## src/shared/opds_regs.svh

```systemverilog
/*
  Register indices, field positions, reset values and timing figures of
  the output pin delay sequencer. Assumes a 100 MHz core clock.
*/
// Contract
// - Delay B bits 7:4 set output B off delay, 0.5 ms per code step.
// - Delay B bits 3:0 set output B on delay, 0.5 ms per code step.
// - Delay C bits 7:4 set output C off delay, coded like output B.
// - Delay C bits 3:0 set output C on delay; code zero means none.
// - First control bit 7: pin B push-pull when 0, open-drain when 1.
// - First control bits 6:5 AND output B level with enable pin 1-3.
// - First control bit 4 is output B level, 1 drives high.
// - First control bits 2:1 AND output A level with enable pin 1-3.
// - First control bit 0 is output A level, 1 drives high.
// - All four registers load their one-time-programmed defaults.
// - Second control bit 5: pin C is clock input or output C.
// - Second control bit 4: pin B is power-good B or output B.
// - Second control bit 3: output C push-pull when 0, open-drain when 1.
// - Second control bits 2:1 AND output C level with enable pin 1-3.
// - Second control bit 0 is output C level, 1 drives high.
// - Startup range bit: 0.5 ms steps when 0, 1 ms steps when 1.
// - Shutdown range bit also selects 1 ms off steps when set.
`ifndef OPDS_REGS_SVH
`define OPDS_REGS_SVH

// register indices; byte address is four times the index
`define OPDS_IDX_B_DLY   6'h0d
`define OPDS_IDX_C_DLY   6'h0e
`define OPDS_IDX_CTRL1   6'h0f
`define OPDS_IDX_CTRL2   6'h10
`define OPDS_IDX_RANGE   6'h11
`define OPDS_IDX_STATUS  6'h20

// reset values
`define OPDS_RST_B_DLY   8'h00
`define OPDS_RST_C_DLY   8'h00
`define OPDS_RST_CTRL1   8'haa
`define OPDS_RST_CTRL2   8'h0a

// field positions
`define OPDS_DLY_OFF     4
`define OPDS_DLY_ON      0
`define OPDS_C1_B_OD     7
`define OPDS_C1_B_GATE   5
`define OPDS_C1_B_LVL    4
`define OPDS_C1_A_OD     3
`define OPDS_C1_A_GATE   1
`define OPDS_C1_A_LVL    0
`define OPDS_C2_C_FN     5
`define OPDS_C2_B_FN     4
`define OPDS_C2_C_OD     3
`define OPDS_C2_C_GATE   1
`define OPDS_C2_C_LVL    0
`define OPDS_RNG_ON      1
`define OPDS_RNG_OFF     0
`define OPDS_RNG_POS     6

// timing
`define OPDS_CLK_MHZ     100
`define OPDS_STEP_LO_US  500
`define OPDS_STEP_HI_US  1000
`define OPDS_CODE_MAX    15
`define OPDS_CNT_W       21

// bus answers
`define OPDS_RESP_OKAY   2'h0
`define OPDS_RESP_SLVERR 2'h2

`endif

```

## src/shared/opds_pkg.sv

```systemverilog
/*
  State types of the output pin delay sequencer.
  Assumes opds_regs.svh is on the include path.
*/
`include "opds_regs.svh"

package opds_pkg;

  // state of one delay channel
  typedef struct packed {
    logic                   prev;
    logic                   out;
    logic                   busy;
    logic [`OPDS_CNT_W-1:0] cnt;
  } opds_dly_type;

  // state of the top level
  typedef struct packed {
    logic [7:0] b_dly;
    logic [7:0] c_dly;
    logic [7:0] ctrl1;
    logic [7:0] ctrl2;
    logic [1:0] rng;
    logic       otp_pend;
    logic [2:0] en_m;
    logic [2:0] en_s;
    logic       clk_m;
    logic       clk_s;
    logic       aw_rdy;
    logic [5:0] aw_idx;
    logic       w_rdy;
    logic [7:0] w_dat;
    logic       w_stb;
    logic       bvalid;
    logic [1:0] bresp;
    logic       ar_rdy;
    logic       rvalid;
    logic [1:0] rresp;
    logic [7:0] rdata;
    logic       a_o;
    logic       a_oe;
    logic       b_o;
    logic       b_oe;
    logic       c_o;
    logic       c_oe;
  } opds_top_type;

endpackage

```

## src/rtl/opds_delay_unit.sv

```systemverilog
/*
  One delay channel: the output follows the gated level after an on
  or off delay given in core clock cycles.
  Assumes the level input is a registered signal of the same clock.
*/
`timescale 1ns/1ns
`include "opds_regs.svh"

module opds_delay_unit
  import opds_pkg::*;
(
  input  wire logic                   core_clk,
  input  wire logic                   sys_rst,
  input  wire logic                   clk_en,
  input  wire logic                   level,
  input  wire logic [`OPDS_CNT_W-1:0] on_cyc,
  input  wire logic [`OPDS_CNT_W-1:0] off_cyc,
  output logic                        dly_out
);

  localparam opds_dly_type RST = '{default: '0};

  opds_dly_type                       s_r;
  opds_dly_type                       s_nxt;
  logic         [`OPDS_CNT_W-1:0]     dly;

  // pick the delay of the new direction
  assign dly = level ? on_cyc : off_cyc;

  // edge starts a count; a reversed edge restarts it
  always_comb begin
    s_nxt = s_r;
    if (level != s_r.prev) begin
      s_nxt.prev = level;
      if (dly == '0) begin
        s_nxt.out  = level;
        s_nxt.busy = 1'b0;
      end else begin
        s_nxt.cnt  = dly - 1'b1;
        s_nxt.busy = 1'b1;
      end
    end else if (s_r.busy) begin
      if (s_r.cnt == '0) begin
        s_nxt.out  = s_r.prev;
        s_nxt.busy = 1'b0;
      end else begin
        s_nxt.cnt = s_r.cnt - 1'b1;
      end
    end
  end

  // state register, frozen while the enable is low
  always_ff @(posedge core_clk) begin
    if (sys_rst) begin
      s_r <= RST;
    end else if (clk_en) begin
      s_r <= s_nxt;
    end
  end

  assign dly_out = s_r.out;
endmodule // opds_delay_unit

```

## src/rtl/opds_top.sv

```systemverilog
/*
  Output pin delay sequencer: four option registers and a range and a
  status register on AXI4-Lite, gating and pin drivers for outputs
  A, B and C, delays for B and C. Assumes enable and clock pins are asynchronous,
  the power-good level and OTP defaults come from same-clock logic.
*/
`timescale 1ns/1ns
`include "opds_regs.svh"

module opds_top
  import opds_pkg::*;
#(
  parameter int STEP_LO_CYC = `OPDS_STEP_LO_US * `OPDS_CLK_MHZ,
  parameter int STEP_HI_CYC = `OPDS_STEP_HI_US * `OPDS_CLK_MHZ
)(
  input  wire logic        core_clk,
  input  wire logic        sys_rst,
  input  wire logic        clk_en,
  input  wire logic [31:0] s_axi_awaddr,
  input  wire logic        s_axi_awvalid,
  output logic             s_axi_awready,
  input  wire logic [31:0] s_axi_wdata,
  input  wire logic [3:0]  s_axi_wstrb,
  input  wire logic        s_axi_wvalid,
  output logic             s_axi_wready,
  output logic [1:0]       s_axi_bresp,
  output logic             s_axi_bvalid,
  input  wire logic        s_axi_bready,
  input  wire logic [31:0] s_axi_araddr,
  input  wire logic        s_axi_arvalid,
  output logic             s_axi_arready,
  output logic [31:0]      s_axi_rdata,
  output logic [1:0]       s_axi_rresp,
  output logic             s_axi_rvalid,
  input  wire logic        s_axi_rready,
  input  wire logic        enable_pin_one,
  input  wire logic        enable_pin_two,
  input  wire logic        enable_pin_three,
  input  wire logic        ext_sync_clock_pin,
  input  wire logic        power_good_b,
  input  wire logic [7:0]  otp_b_delay,
  input  wire logic [7:0]  otp_c_delay,
  input  wire logic [7:0]  otp_ctrl_first,
  input  wire logic [7:0]  otp_ctrl_second,
  output logic             output_a_o,
  output logic             output_a_oe,
  output logic             output_b_o,
  output logic             output_b_oe,
  output logic             output_c_o,
  output logic             output_c_oe
);

  typedef logic [`OPDS_CNT_W-1:0] opds_cnt_type;

  // refuse step counts that overflow the delay counter
  if (STEP_LO_CYC < 1 || STEP_HI_CYC < STEP_LO_CYC ||
      longint'(STEP_HI_CYC) * `OPDS_CODE_MAX >=
      (longint'(1) << `OPDS_CNT_W)) begin : g_bad_step
    $error("step counts do not fit the delay counter");
  end

  localparam opds_cnt_type LO_STEP = opds_cnt_type'(STEP_LO_CYC);
  localparam opds_cnt_type HI_STEP = opds_cnt_type'(STEP_HI_CYC);

  localparam opds_top_type RST = '{
    b_dly:  `OPDS_RST_B_DLY,
    c_dly:  `OPDS_RST_C_DLY,
    ctrl1:  `OPDS_RST_CTRL1,
    ctrl2:  `OPDS_RST_CTRL2,
    otp_pend: 1'b1,
    aw_rdy: 1'b1,
    w_rdy:  1'b1,
    ar_rdy: 1'b1,
    default: '0
  };

  opds_top_type                s_r;
  opds_top_type                s_nxt;
  opds_cnt_type                on_step;
  opds_cnt_type                off_step;
  opds_cnt_type                b_on_cyc;
  opds_cnt_type                b_off_cyc;
  opds_cnt_type                c_on_cyc;
  opds_cnt_type                c_off_cyc;
  logic                        lvl_a;
  logic                        lvl_b;
  logic                        lvl_c;
  logic                        dly_b;
  logic                        dly_c;
  logic          [7:0]         status;

  // level ANDed with the chosen enable pin, or alone for select 0
  function automatic logic gate(input logic [1:0] sel,
                                input logic       lvl,
                                input logic [2:0] en);
    logic g;
    g = lvl;
    case (sel)
      2'h0:    g = lvl;
      2'h1:    g = lvl & en[0];
      2'h2:    g = lvl & en[1];
      2'h3:    g = lvl & en[2];
      default: g = lvl;
    endcase
    return g;
  endfunction

  // pin level and enable: push-pull always drives, open-drain pulls low
  function automatic logic [1:0] drive(input logic od,
                                       input logic lvl);
    return od ? {1'b0, ~lvl} : {lvl, 1'b1};
  endfunction

  // register read mux
  function automatic logic [7:0] rd_mux(input opds_top_type s,
                                        input logic [5:0]   idx,
                                        input logic [7:0]   st);
    logic [7:0] d;
    d = 8'h00;
    case (idx)
      `OPDS_IDX_B_DLY:  d = s.b_dly;
      `OPDS_IDX_C_DLY:  d = s.c_dly;
      `OPDS_IDX_CTRL1:  d = s.ctrl1;
      `OPDS_IDX_CTRL2:  d = s.ctrl2;
      `OPDS_IDX_RANGE:  d = {s.rng, 6'h00};
      `OPDS_IDX_STATUS: d = st;
      default:          d = 8'h00;
    endcase
    return d;
  endfunction

  // mapped addresses answer okay, others a slave error
  function automatic logic hit(input logic [5:0] idx);
    return idx == `OPDS_IDX_B_DLY || idx == `OPDS_IDX_C_DLY ||
           idx == `OPDS_IDX_CTRL1 || idx == `OPDS_IDX_CTRL2 ||
           idx == `OPDS_IDX_RANGE || idx == `OPDS_IDX_STATUS;
  endfunction

  // step size from the two range bits
  assign on_step  = s_r.rng[`OPDS_RNG_ON] ? HI_STEP : LO_STEP;
  assign off_step = (s_r.rng[`OPDS_RNG_ON] | s_r.rng[`OPDS_RNG_OFF])
                    ? HI_STEP : LO_STEP;

  // delay in cycles is code times step
  assign b_on_cyc  = opds_cnt_type'(s_r.b_dly[`OPDS_DLY_ON +: 4])
                     * on_step;
  assign b_off_cyc = opds_cnt_type'(s_r.b_dly[`OPDS_DLY_OFF +: 4])
                     * off_step;
  assign c_on_cyc  = opds_cnt_type'(s_r.c_dly[`OPDS_DLY_ON +: 4])
                     * on_step;
  assign c_off_cyc = opds_cnt_type'(s_r.c_dly[`OPDS_DLY_OFF +: 4])
                     * off_step;

  // gated levels from level bits and synchronised enable pins
  assign lvl_a = gate(s_r.ctrl1[`OPDS_C1_A_GATE +: 2],
                      s_r.ctrl1[`OPDS_C1_A_LVL], s_r.en_s);
  assign lvl_b = gate(s_r.ctrl1[`OPDS_C1_B_GATE +: 2],
                      s_r.ctrl1[`OPDS_C1_B_LVL], s_r.en_s);
  assign lvl_c = gate(s_r.ctrl2[`OPDS_C2_C_GATE +: 2],
                      s_r.ctrl2[`OPDS_C2_C_LVL], s_r.en_s);

  // delay channels of outputs B and C
  opds_delay_unit u_dly_b (
    .core_clk (core_clk),
    .sys_rst  (sys_rst),
    .clk_en   (clk_en),
    .level    (lvl_b),
    .on_cyc   (b_on_cyc),
    .off_cyc  (b_off_cyc),
    .dly_out  (dly_b)
  );

  opds_delay_unit u_dly_c (
    .core_clk (core_clk),
    .sys_rst  (sys_rst),
    .clk_en   (clk_en),
    .level    (lvl_c),
    .on_cyc   (c_on_cyc),
    .off_cyc  (c_off_cyc),
    .dly_out  (dly_c)
  );

  // live state seen by software
  assign status = {1'b0, power_good_b, s_r.clk_s, dly_c, lvl_c,
                   dly_b, lvl_b, lvl_a};

  // next state: synchronisers, bus slave, OTP load and pin drivers
  always_comb begin
    s_nxt = s_r;
    // two-stage synchronisers for the asynchronous pins
    s_nxt.en_m  = {enable_pin_three, enable_pin_two, enable_pin_one};
    s_nxt.en_s  = s_r.en_m;
    s_nxt.clk_m = ext_sync_clock_pin;
    s_nxt.clk_s = s_r.clk_m;
    // write address and data, taken in either order
    if (s_axi_awvalid && s_r.aw_rdy) begin
      s_nxt.aw_idx = s_axi_awaddr[7:2];
      s_nxt.aw_rdy = 1'b0;
    end
    if (s_axi_wvalid && s_r.w_rdy) begin
      s_nxt.w_dat = s_axi_wdata[7:0];
      s_nxt.w_stb = s_axi_wstrb[0];
      s_nxt.w_rdy = 1'b0;
    end
    // both held: store and answer
    if (!s_r.aw_rdy && !s_r.w_rdy && !s_r.bvalid) begin
      s_nxt.bvalid = 1'b1;
      s_nxt.bresp  = hit(s_r.aw_idx) ? `OPDS_RESP_OKAY
                                     : `OPDS_RESP_SLVERR;
      if (s_r.w_stb) begin
        case (s_r.aw_idx)
          `OPDS_IDX_B_DLY: s_nxt.b_dly = s_r.w_dat;
          `OPDS_IDX_C_DLY: s_nxt.c_dly = s_r.w_dat;
          `OPDS_IDX_CTRL1: s_nxt.ctrl1 = s_r.w_dat;
          `OPDS_IDX_CTRL2: s_nxt.ctrl2 = s_r.w_dat;
          `OPDS_IDX_RANGE:
            s_nxt.rng = s_r.w_dat[`OPDS_RNG_POS +: 2];
          default: s_nxt.rng = s_r.rng;
        endcase
      end
    end
    if (s_r.bvalid && s_axi_bready) begin
      s_nxt.bvalid = 1'b0;
      s_nxt.aw_rdy = 1'b1;
      s_nxt.w_rdy  = 1'b1;
    end
    // read: answer one cycle after the address is taken
    if (s_axi_arvalid && s_r.ar_rdy) begin
      s_nxt.ar_rdy = 1'b0;
      s_nxt.rvalid = 1'b1;
      s_nxt.rdata  = rd_mux(s_r, s_axi_araddr[7:2], status);
      s_nxt.rresp  = hit(s_axi_araddr[7:2]) ? `OPDS_RESP_OKAY
                                            : `OPDS_RESP_SLVERR;
    end
    if (s_r.rvalid && s_axi_rready) begin
      s_nxt.rvalid = 1'b0;
      s_nxt.ar_rdy = 1'b1;
    end
    // one-time-programmed defaults replace the reset values
    if (s_r.otp_pend) begin
      s_nxt.b_dly    = otp_b_delay;
      s_nxt.c_dly    = otp_c_delay;
      s_nxt.ctrl1    = otp_ctrl_first;
      s_nxt.ctrl2    = otp_ctrl_second;
      s_nxt.otp_pend = 1'b0;
    end
    // output A: gated level only
    {s_nxt.a_o, s_nxt.a_oe} =
      drive(s_r.ctrl1[`OPDS_C1_A_OD], lvl_a);
    // pin B: delayed output B or power-good B
    if (s_r.ctrl2[`OPDS_C2_B_FN]) begin
      {s_nxt.b_o, s_nxt.b_oe} =
        drive(s_r.ctrl1[`OPDS_C1_B_OD], dly_b);
    end else begin
      {s_nxt.b_o, s_nxt.b_oe} =
        drive(s_r.ctrl1[`OPDS_C1_B_OD], power_good_b);
    end
    // pin C: delayed output C or released as clock input
    if (s_r.ctrl2[`OPDS_C2_C_FN]) begin
      {s_nxt.c_o, s_nxt.c_oe} =
        drive(s_r.ctrl2[`OPDS_C2_C_OD], dly_c);
    end else begin
      {s_nxt.c_o, s_nxt.c_oe} = 2'b00;
    end
  end

  // state register, frozen while the enable is low
  always_ff @(posedge core_clk) begin
    if (sys_rst) begin
      s_r <= RST;
    end else if (clk_en) begin
      s_r <= s_nxt;
    end
  end

  // outputs straight from state flops
  assign s_axi_awready = s_r.aw_rdy;
  assign s_axi_wready  = s_r.w_rdy;
  assign s_axi_bvalid  = s_r.bvalid;
  assign s_axi_bresp   = s_r.bresp;
  assign s_axi_arready = s_r.ar_rdy;
  assign s_axi_rvalid  = s_r.rvalid;
  assign s_axi_rresp   = s_r.rresp;
  assign s_axi_rdata   = {24'h00_0000, s_r.rdata};
  assign output_a_o    = s_r.a_o;
  assign output_a_oe   = s_r.a_oe;
  assign output_b_o    = s_r.b_o;
  assign output_b_oe   = s_r.b_oe;
  assign output_c_o    = s_r.c_o;
  assign output_c_oe   = s_r.c_oe;
endmodule // opds_top

```

## config.mk

```make
export PLATFORM = sky130hd
export DESIGN_NAME = opds_top
export DESIGN_NICKNAME = d
export VERILOG_FILES = /design/src/shared/opds_pkg.sv /design/src/rtl/opds_delay_unit.sv /design/src/rtl/opds_top.sv
export VERILOG_INCLUDE_DIRS = /design/src /design/src/shared
export SDC_FILE = /design/constraint.sdc
export NUM_CORES = 1
export LEC_CHECK = 0
export ABC_AREA = 1
export BUFFER_PORTS_ARGS = -buffer_cell sky130_fd_sc_hd__buf_2
export CORE_MARGIN = 2
export CORE_UTILIZATION = 38
export DETAILED_ROUTE_END_ITERATION = 10
export GPL_TIMING_DRIVEN = 0
export MAX_ROUTING_LAYER = met4
export SLEW_MARGIN = 20
export SYNTH_ARGS = -nofsm -noshare
export SYNTH_HDL_FRONTEND = slang
export SYNTH_SLANG_ARGS = --single-unit
```

## constraint.sdc

```tcl
create_clock -name core_clk -period 3.7 [get_ports core_clk]
set_input_delay 0.185 -clock core_clk [delete_from_list [all_inputs] [get_ports core_clk]]
set_output_delay 0.185 -clock core_clk [all_outputs]
set_load 0.01 [all_outputs]
```

==> summary.md, run 1 <==
| Metric | Value |
|---|---|
| Run status | finished, violations left |
| Violations in the final reports | setup timing |
| Clock sink count | 127 |
| Fraction of layout cells with a size suffix above 1 | 0.2515 |
| Number of buffers on the longest clock path | 2 |
| Switching Share | 0.4045 |
| R2R cell count | 26 |
| Cell count after synthesis | 2088 |
| H-tree lvl count | 4 |
| Crit path launch type | register |
| Total Power Consumption | 5.976 mW |
| Power spent charging and discharging nets | 2.417 mW |
| Post-route design area | 16660 um2 |
| Number of I/O port buffers | 85 |
| Async set or reset register ratio after synthesis | 0 |
| Starting DRC count in detailed routing | between 800 and 900 |
| GRT met3 Usage | 0.03321 |
| Library cell appearing most often on the critical path | inv_2 |
| Hold depth | 3 |
| Worst setup slack after placement | -0.6780 ns |
| Number of antenna violations at the first check in global routing | 1 |
| Layer with the highest usage after global routing | met2 |
| Setup TNS Final | -5.936 ns |
| Max FO, Critical Path | 10 |
| Power density over cell area | 358.8 nW/um2 |
| Detailed-route vias per instance | approximately 5.1 |
| Worst VDD drop | 407.5 uV |
| Total internal power | approximately 3.6 mW |
| Count of max-cap constraint violations | 0 |
| Sum of net half-perimeters after detailed placement | about 34000 um |
| Clk pwr share | 0.293 |
| Area overhead of the layout relative to synthesis | 30.70% |
| Final antenna-violating net count | 0 |
| Number of buffers and inverters on the critical path | 8 |
| Commonest cells after routing, fill and taps aside | 438 x nand2_1, 292 x inv_1, 190 x nor2_1 |
| Fillers | about 3400 |
| Sequential share of the synthesized area | 0.1995 |
| Required arrival time at the worst endpoint | slightly above 4 ns |
| Overall die width | 187.1 um |
| DR WL/cell | 16.33 um |
| Fin worst setup slack | -0.1741 ns |
| Final clock period utilization by the worst path | 1.047 |
| Met1 usage in global routing | 0.3013 |
| Wire length of the first global-routing pass | around 70000 um |
| Final nets | between 2000 and 3000 |
| Crit. End Element | register |
| Utilization of the core after routing | 0.5005 |
| Part of the total power dissipated in combinational logic | 0.438 |
| Worst setup path class | register to register |
| Placed insts | ~2700 |
| Final hold violation count | 0 |
| Arrival time at the worst endpoint | 4.24 ns |
| Worst slew margin | 0.3549 |
| Number of enable flip-flop cells after synthesis | 0 |
| Clock-pin slew of the registers on the worst-case setup and hold paths | 0.07 ns |
| CTS root buf | clkbuf_16 |
| I/O pin cnt | 192 |
| Share of total power in sequential cells | 0.270 |
| Worst path slowest cell | fa_1 |
| Router iterations before antenna repair | 7 |
| Synthesized area per cell | 6.104 um2 |
| Final wirelength | 45200 um |
| Dominant delay contributor by cell family on the critical path | simple AND/OR/NAND/NOR gates |
| YS warnings | 0 |
| Number of different library cells in the post-synthesis netlist | 56 |
| Vertical die dimension | approximately 190 um |
| Worst Max-Slew Pin Slew | roughly 0.96 ns |
| CTS tree | done |
| Clock latency reported for the late side of the worst-skew pair | 0.43 ns |
| Total die area | around 35000 um2 |
| GRT Total Usage | 0.2600 |
| Hold crit path type | input pin to register |
| Leftover overflow at the end of global routing | 0 |
| Slew Limit Fails | 0 |
| Most used DFF post-synth | dfxtp_1 |
| Routing usage on met2 | 0.4545 |
| Setup violators final | 46 |
| Most frequent standard cell in the layout excluding fill and tap cells | nand2_1 |
| Depth of the critical timing path with buffers and inverters included | 26 |
| Fmax | 258.1 MHz |
| Clock skew | a little under 0.02 ns |
| DR vias | around 14000 |
| Residual DRC count | 0 |
| Leakage power summed over all cells | 8.396 nW |
| Crit path largest cell delay | between 0.5 and 0.6 ns |
| Number of synthesized register bits | 127 |
| Standard cell core area | between 30000 and 40000 um2 |
| TritonCTS Buffers | 17 |
| Final hold slack | 0.02986 ns |
| Cell area after placement | 13940 um2 |
| Pin count of the biggest net entering global routing | 17 |
| Via count of the first global-routing pass | 13536 |
| Starting Density | 0.3829 |
| Cell Area, Synth | 12740 um2 |
| Final critical-path required period | slightly below 4 ns |
| RSZ-0062 raised after global routing | yes |
| Number of cell rows | 67 |
| Routability congestion estimate | 0.9524 |
| Final Non-Filler Cells | 2767 |
[worst reg2reg max path: cells and delay by family (launching register included)]
family / cells / cell delay (ns)
fa+ha+maj: 3 / 1.10
buf+inv: 8 / 0.85
flops: 1 / 0.44
simple gates: 15 / 1.42
[power by group through the flow]
stage	registers (mW)	clock network (mW)	logic (mW)
after floorplan	1.60	0	1.61
after global placement	1.63	0	2.08
after detailed placement	1.63	0	2.10
after CTS	1.61	1.77	2.47
after global routing	1.62	1.82	2.91
final	1.61	1.75	2.62
[sequential cells by signal (all words and copies together) (netlist names), 4 cells and up]
signal and flops:
s_r 54, u_dly_b.s_r 23, u_dly_c.s_r 23, s_axi_rdata 8, s_nxt 4
[layout make-up]
cell class | instances | area, um2 | area share
flip-flops and latches | 127 | 2554 | 0.1533
plain buffers | 92 | 639.4 | 0.03838
repair buffers | 172 | 1277 | 0.07669
well taps | 448 | 560.5 | 0.03365
diodes | 1 | 2.502 | 0.0001502
multi-input cells | 1563 | 9771 | 0.5866
inverters | 332 | 1256 | 0.07541
clock buffers | 19 | 442.9 | 0.02659
clock inverters | 13 | 153.9 | 0.009239
[cell usage after synthesis, types with 3 or more instances]
cell	instances	area share
a22o_1	4	0.0027
o21ai_0	116	0.046
inv_2	6	0.0018
xnor2_1	7	0.0048
or2_2	4	0.0020
buf_6	9	0.0080
o21ai_1	6	0.0024
nand4_1	46	0.023
clkbuf_1	31	0.0091
nor3_1	29	0.011
o22ai_1	12	0.0059
xor2_1	37	0.025
o21bai_1	11	0.0065
nand3b_1	8	0.0047
nand2_2	10	0.0049
a31oi_1	20	0.0098
nand3_2	7	0.0055
nand3_4	3	0.0041
nor4_1	4	0.0020
a21o_1	10	0.0059
o221ai_1	3	0.0021
a21oi_1	120	0.047
fa_1	16	0.025
buf_2	9	0.0035
inv_1	324	0.095
nor2_2	11	0.0054
buf_4	38	0.022
nor2_1	216	0.064
nand3_1	166	0.065
buf_1	7	0.0021
ha_1	102	0.10
nor2_4	5	0.0044
dfxtp_1	127	0.20
nand2_1	535	0.16
[worst paths after layout]
kind                  start             end  slack [ns]
max                 s_r[48]  u_dly_c.s_r[8]       -0.17
min          otp_b_delay[2]         s_r[75]        0.03
max reg2reg         s_r[48]  u_dly_c.s_r[8]       -0.17
min reg2reg         s_r[24]         s_r[24]        0.46
[logic make-up (layout without fill, tap and decap cells)]
| logic type | count (synthesis) | after routing | share of synthesized area |
|---|---|---|---|
| AO/OA/AOI/OAI | 317 | 317 | 0.1376 |
| XOR/XNOR | 46 | 46 | 0.03279 |
| adder cells (fa/ha/maj) | 118 | 118 | 0.1253 |
| buffers and inverters | 428 | 628 | 0.1452 |
| flip-flops | 127 | 127 | 0.1995 |
| other | 2 | 33 | 0.0005893 |
| AND/OR/NAND/NOR | 1050 | 1050 | 0.3590 |
[routing by layer]
layer / routed length [um] / vias up
met2: 22230 / 393
met5: 0 / -
met1: 19160 / 6532
met4: 1800 / 0
li1: - / 7105
met3: 2009 / 89
[what timing repair did]
| item | CTS | global route |
|---|---|---|
| cloned | 7 | 1 |
| setup buffers | 63 | 17 |
| hold buffers | 4 | 0 |
| gates resized for setup | 214 | 136 |
| setup endpoints to repair | 46 | 46 |
| pin swaps | 91 | 78 |
| endpoints found under the hold margin | 4 | 0 |
(Power assumes the default switching activity.)
==> inputs of run 2 (changes only) <==
--- a/config.mk
+++ b/config.mk
@@ -13,6 +13,7 @@
 export DETAILED_ROUTE_END_ITERATION = 10
 export GPL_TIMING_DRIVEN = 0
 export MAX_ROUTING_LAYER = met4
+export PLACE_DENSITY = 0.59
 export SLEW_MARGIN = 20
 export SYNTH_ARGS = -nofsm -noshare
 export SYNTH_HDL_FRONTEND = slang
==> constraint.sdc (replaced) <==
create_clock -name core_clk -period 3.7 [get_ports core_clk]
set_input_delay 0.555 -clock core_clk [delete_from_list [all_inputs] [get_ports core_clk]]
set_output_delay 0.555 -clock core_clk [all_outputs]
set_load 0.01 [all_outputs]
==> summary.md, run 2 (synthesis results as in run 1) <==
| Metric | Value |
|---|---|
| H-tree lvl count | 4 (unchanged) |
| Final hold violation count | 0 (unchanged) |
| Power density over cell area | 362.1 nW/um2 (was 358.8 nW/um2) |
| Multi-input logic area | 9498 um2 (was 9771 um2) |
| Total Power Consumption | 5.854 mW (was 5.976 mW) |
| Most frequent standard cell in the layout excluding fill and tap cells | nand2_1 (unchanged) |
| Hold crit path type | input pin to register (unchanged) |
| Arrival time at the worst endpoint | 4.19 ns (was 4.24 ns) |
| Commonest cells after routing, fill and taps aside | 459 x nand2_1, 302 x inv_1, 187 x nor2_1 (was 438 x nand2_1, 292 x inv_1, 190 x nor2_1) |
| Number of I/O port buffers | 85 (unchanged) |
| Standard cell core area | 33280 um2 (unchanged) |
| Crit path largest cell delay | 0.54 ns (about the same) |
| Fin worst setup slack | -0.1740 ns (was -0.1741 ns) |
| Clock sink count | 127 (unchanged) |
| Final clock period utilization by the worst path | 1.047 (about the same) |
| Max FO, Critical Path | 7 (was 10) |
| Pin count of the biggest net entering global routing | 17 (unchanged) |
| Sum of net half-perimeters after detailed placement | 34090 um (was 34400 um) |
| Starting DRC count in detailed routing | 834 (was 882) |
| Count of max-cap constraint violations | 0 (unchanged) |
| Number of buffers and inverters on the critical path | 7 (was 8) |
| Overall die width | 187.1 um (unchanged) |
| DR WL/cell | 16.07 um (was 16.33 um) |
| Leakage power summed over all cells | 8.292 nW (was 8.396 nW) |
| Via count of the first global-routing pass | 13332 (was 13536) |
| Cell area after placement | 13940 um2 (unchanged) |
| Total die area | 35020 um2 (unchanged) |
| Sequential cell area | 2552 um2 (was 2554 um2) |
| Final critical-path required period | 3.874 ns (about the same) |
| Routability congestion estimate | 0.9342 (was 0.9524) |
| Fmax | 258.1 MHz (about the same) |
| Post-route design area | 16170 um2 (was 16660 um2) |
| Clock-pin slew of the registers on the worst-case setup and hold paths | 0.07 ns (about the same) |
| Register with the most flip-flops | s_r (unchanged) |
| Worst Max-Slew Pin Slew | 1.036 ns (was 0.9602 ns) |
| TritonCTS Buffers | 17 (unchanged) |
| I/O pin cnt | 192 (unchanged) |
| Number of cell rows | 67 (unchanged) |
| Vertical die dimension | 187.1 um (unchanged) |
| Slew Limit Fails | 0 (unchanged) |
| R2R cell count | 26 (unchanged) |
| CTS root buf | clkbuf_16 (unchanged) |
| Leftover overflow at the end of global routing | 0 (unchanged) |
| Number of buffers on the longest clock path | 2 (unchanged) |
| Number of antenna violations at the first check in global routing | 1 (unchanged) |
| Final antenna-violating net count | 0 (unchanged) |
| Residual DRC count | 0 (unchanged) |
| # hold bufs at CTS | 0 (was 4) |
| RSZ-0062 raised after global routing | yes (unchanged) |
| Launching point of the worst reg2reg path | s_r[48] (unchanged) |
| Run status | finished, violations left (unchanged) |
| Worst VDD drop | 348.4 uV (was 407.5 uV) |
| Worst slew margin | 0.3037 (was 0.3549) |
| Setup violators final | 46 (unchanged) |
| Crit path launch type | register (unchanged) |
| Final nets | 2555 (was 2568) |
| Reg-to-reg critical path endpoint | u_dly_b.s_r[11] (was u_dly_c.s_r[8]) |
| GRT Total Usage | 0.2564 (was 0.2600) |
| DR vias | 13994 (was 14119) |
| Worst setup path class | register to register (unchanged) |
| Wire length of the first global-routing pass | 69190 um (was 69880 um) |
| Worst path slowest cell | fa_1 (unchanged) |
| Setup slack of the worst register-to-register path | -0.17 ns (about the same) |
| Depth of the critical timing path with buffers and inverters included | 26 (unchanged) |
| Crit. End Element | register (unchanged) |
| Detailed-route vias per instance | 5.081 (was 5.103) |
| Area overhead of the layout relative to synthesis | 26.84% (was 30.70%) |
| Flip-flop count of the largest register after layout | 54 (unchanged) |
| Violations in the final reports | setup timing (unchanged) |
| CTS tree | done (unchanged) |
| Final wirelength | 44270 um (was 45200 um) |
| Clock skew | 0.01479 ns (was 0.01923 ns) |
| Dominant delay contributor by cell family on the critical path | simple AND/OR/NAND/NOR gates (unchanged) |
| Largest registers in the final layout | s_r (54), u_dly_b.s_r (23), u_dly_c.s_r (23) (unchanged) |
| Fillers | 3465 (was 3440) |
| Clock latency reported for the late side of the worst-skew pair | 0.43 ns (about the same) |
| Router iterations before antenna repair | 6 (was 7) |
| Fraction of layout cells with a size suffix above 1 | 0.2265 (was 0.2515) |
| Min-Delay Startpoint | enable_pin_one (was otp_b_delay[2]) |
| Required arrival time at the worst endpoint | 4.02 ns (was 4.07 ns) |
| Critical path destination | u_dly_b.s_r[11] (was u_dly_c.s_r[8]) |
| First element of the critical path | s_r[48] (unchanged) |
| Starting Density | 0.3829 (unchanged) |
-- run 2: cell count changes in the layout (fill, tap and decap cells not counted), sizes merged --
cell	previous run	this run
clkinv	6	5
clkinvlp	2	3
bufinv	2	1
dlygate4sd3	4	0
buf	228	220
-- run 2: area by class of cell --
class	count	area share
multi-input combinational	1563	0.5875
clock inverter	12	0.007740
tap	448	0.03467
antenna	1	0.0001548
sequential	127	0.1579
clock buffer	20	0.02825
buffer	93	0.04025
timing repair buffer	158	0.06610
inverter	332	0.07740
-- run 2: layer usage --
layer,share of wire,routed length [um],global-route usage
met1,0.43,19030,0.3015
met2,0.50,22010,0.4457
met3,0.037,1656,0.03152
met4,0.035,1569,0.09921
met5,0,0,-
-- run 2: per-stage QoR --
step | instances | TNS, ns | hold slack [ns] | utilization | setup slack [ns]
3_3_place_gp | 2651 | -24.00 | 0.4354 | 0.4188 | -0.5842
5_1_grt | 2754 | -15.60 | 0.3674 | 0.4857 | -0.3829
6_report | 2754 | -5.787 | 0.3576 | 0.4857 | -0.1740
3_5_place_dp | 2651 | -27.44 | 0.4398 | 0.4188 | -0.6573
4_1_cts | 2739 | -5.684 | 0.3426 | 0.4716 | -0.1595
2_1_floorplan | 2118 | 0 | 0.4242 | - | 0.0007909
-- run 2: how the worst min path moves through the flow --
| stage | cells after the start | endpoint | slack (ns) |
|---|---|---|---|
| floorplan | 2 | s_r[22] | 0.42 |
| global placement | 2 | s_r[24] | 0.44 |
| detailed placement | 2 | s_r[26] | 0.44 |
| CTS | 3 | s_nxt[38] | 0.34 |
| global route | 3 | s_nxt[38] | 0.37 |
| finish | 3 | s_nxt[40] | 0.36 |
-- run 2: where the power goes --
| group | internal (mW) | switching [mW] | total, mW |
|---|---|---|---|
| Sequential | 1.49 | 0.121 | 1.61 |
| Combinational | 0.989 | 1.54 | 2.53 |
| Clock | 0.978 | 0.737 | 1.72 |
| Total | 3.46 | 2.40 | 5.85 |
-- run 2: worst min-delay path: cells and delay by family --
family                 cells  cell delay, ns
AND/OR/NAND/NOR            2            0.12
buffers and inverters      1            0.07
-- run 2: what timing repair did --
action,CTS,global route
endpoints found under the setup margin,46,46
pin swaps,53,74
gates cloned,5,1
setup buffers,51,16
gates resized for setup,173,104
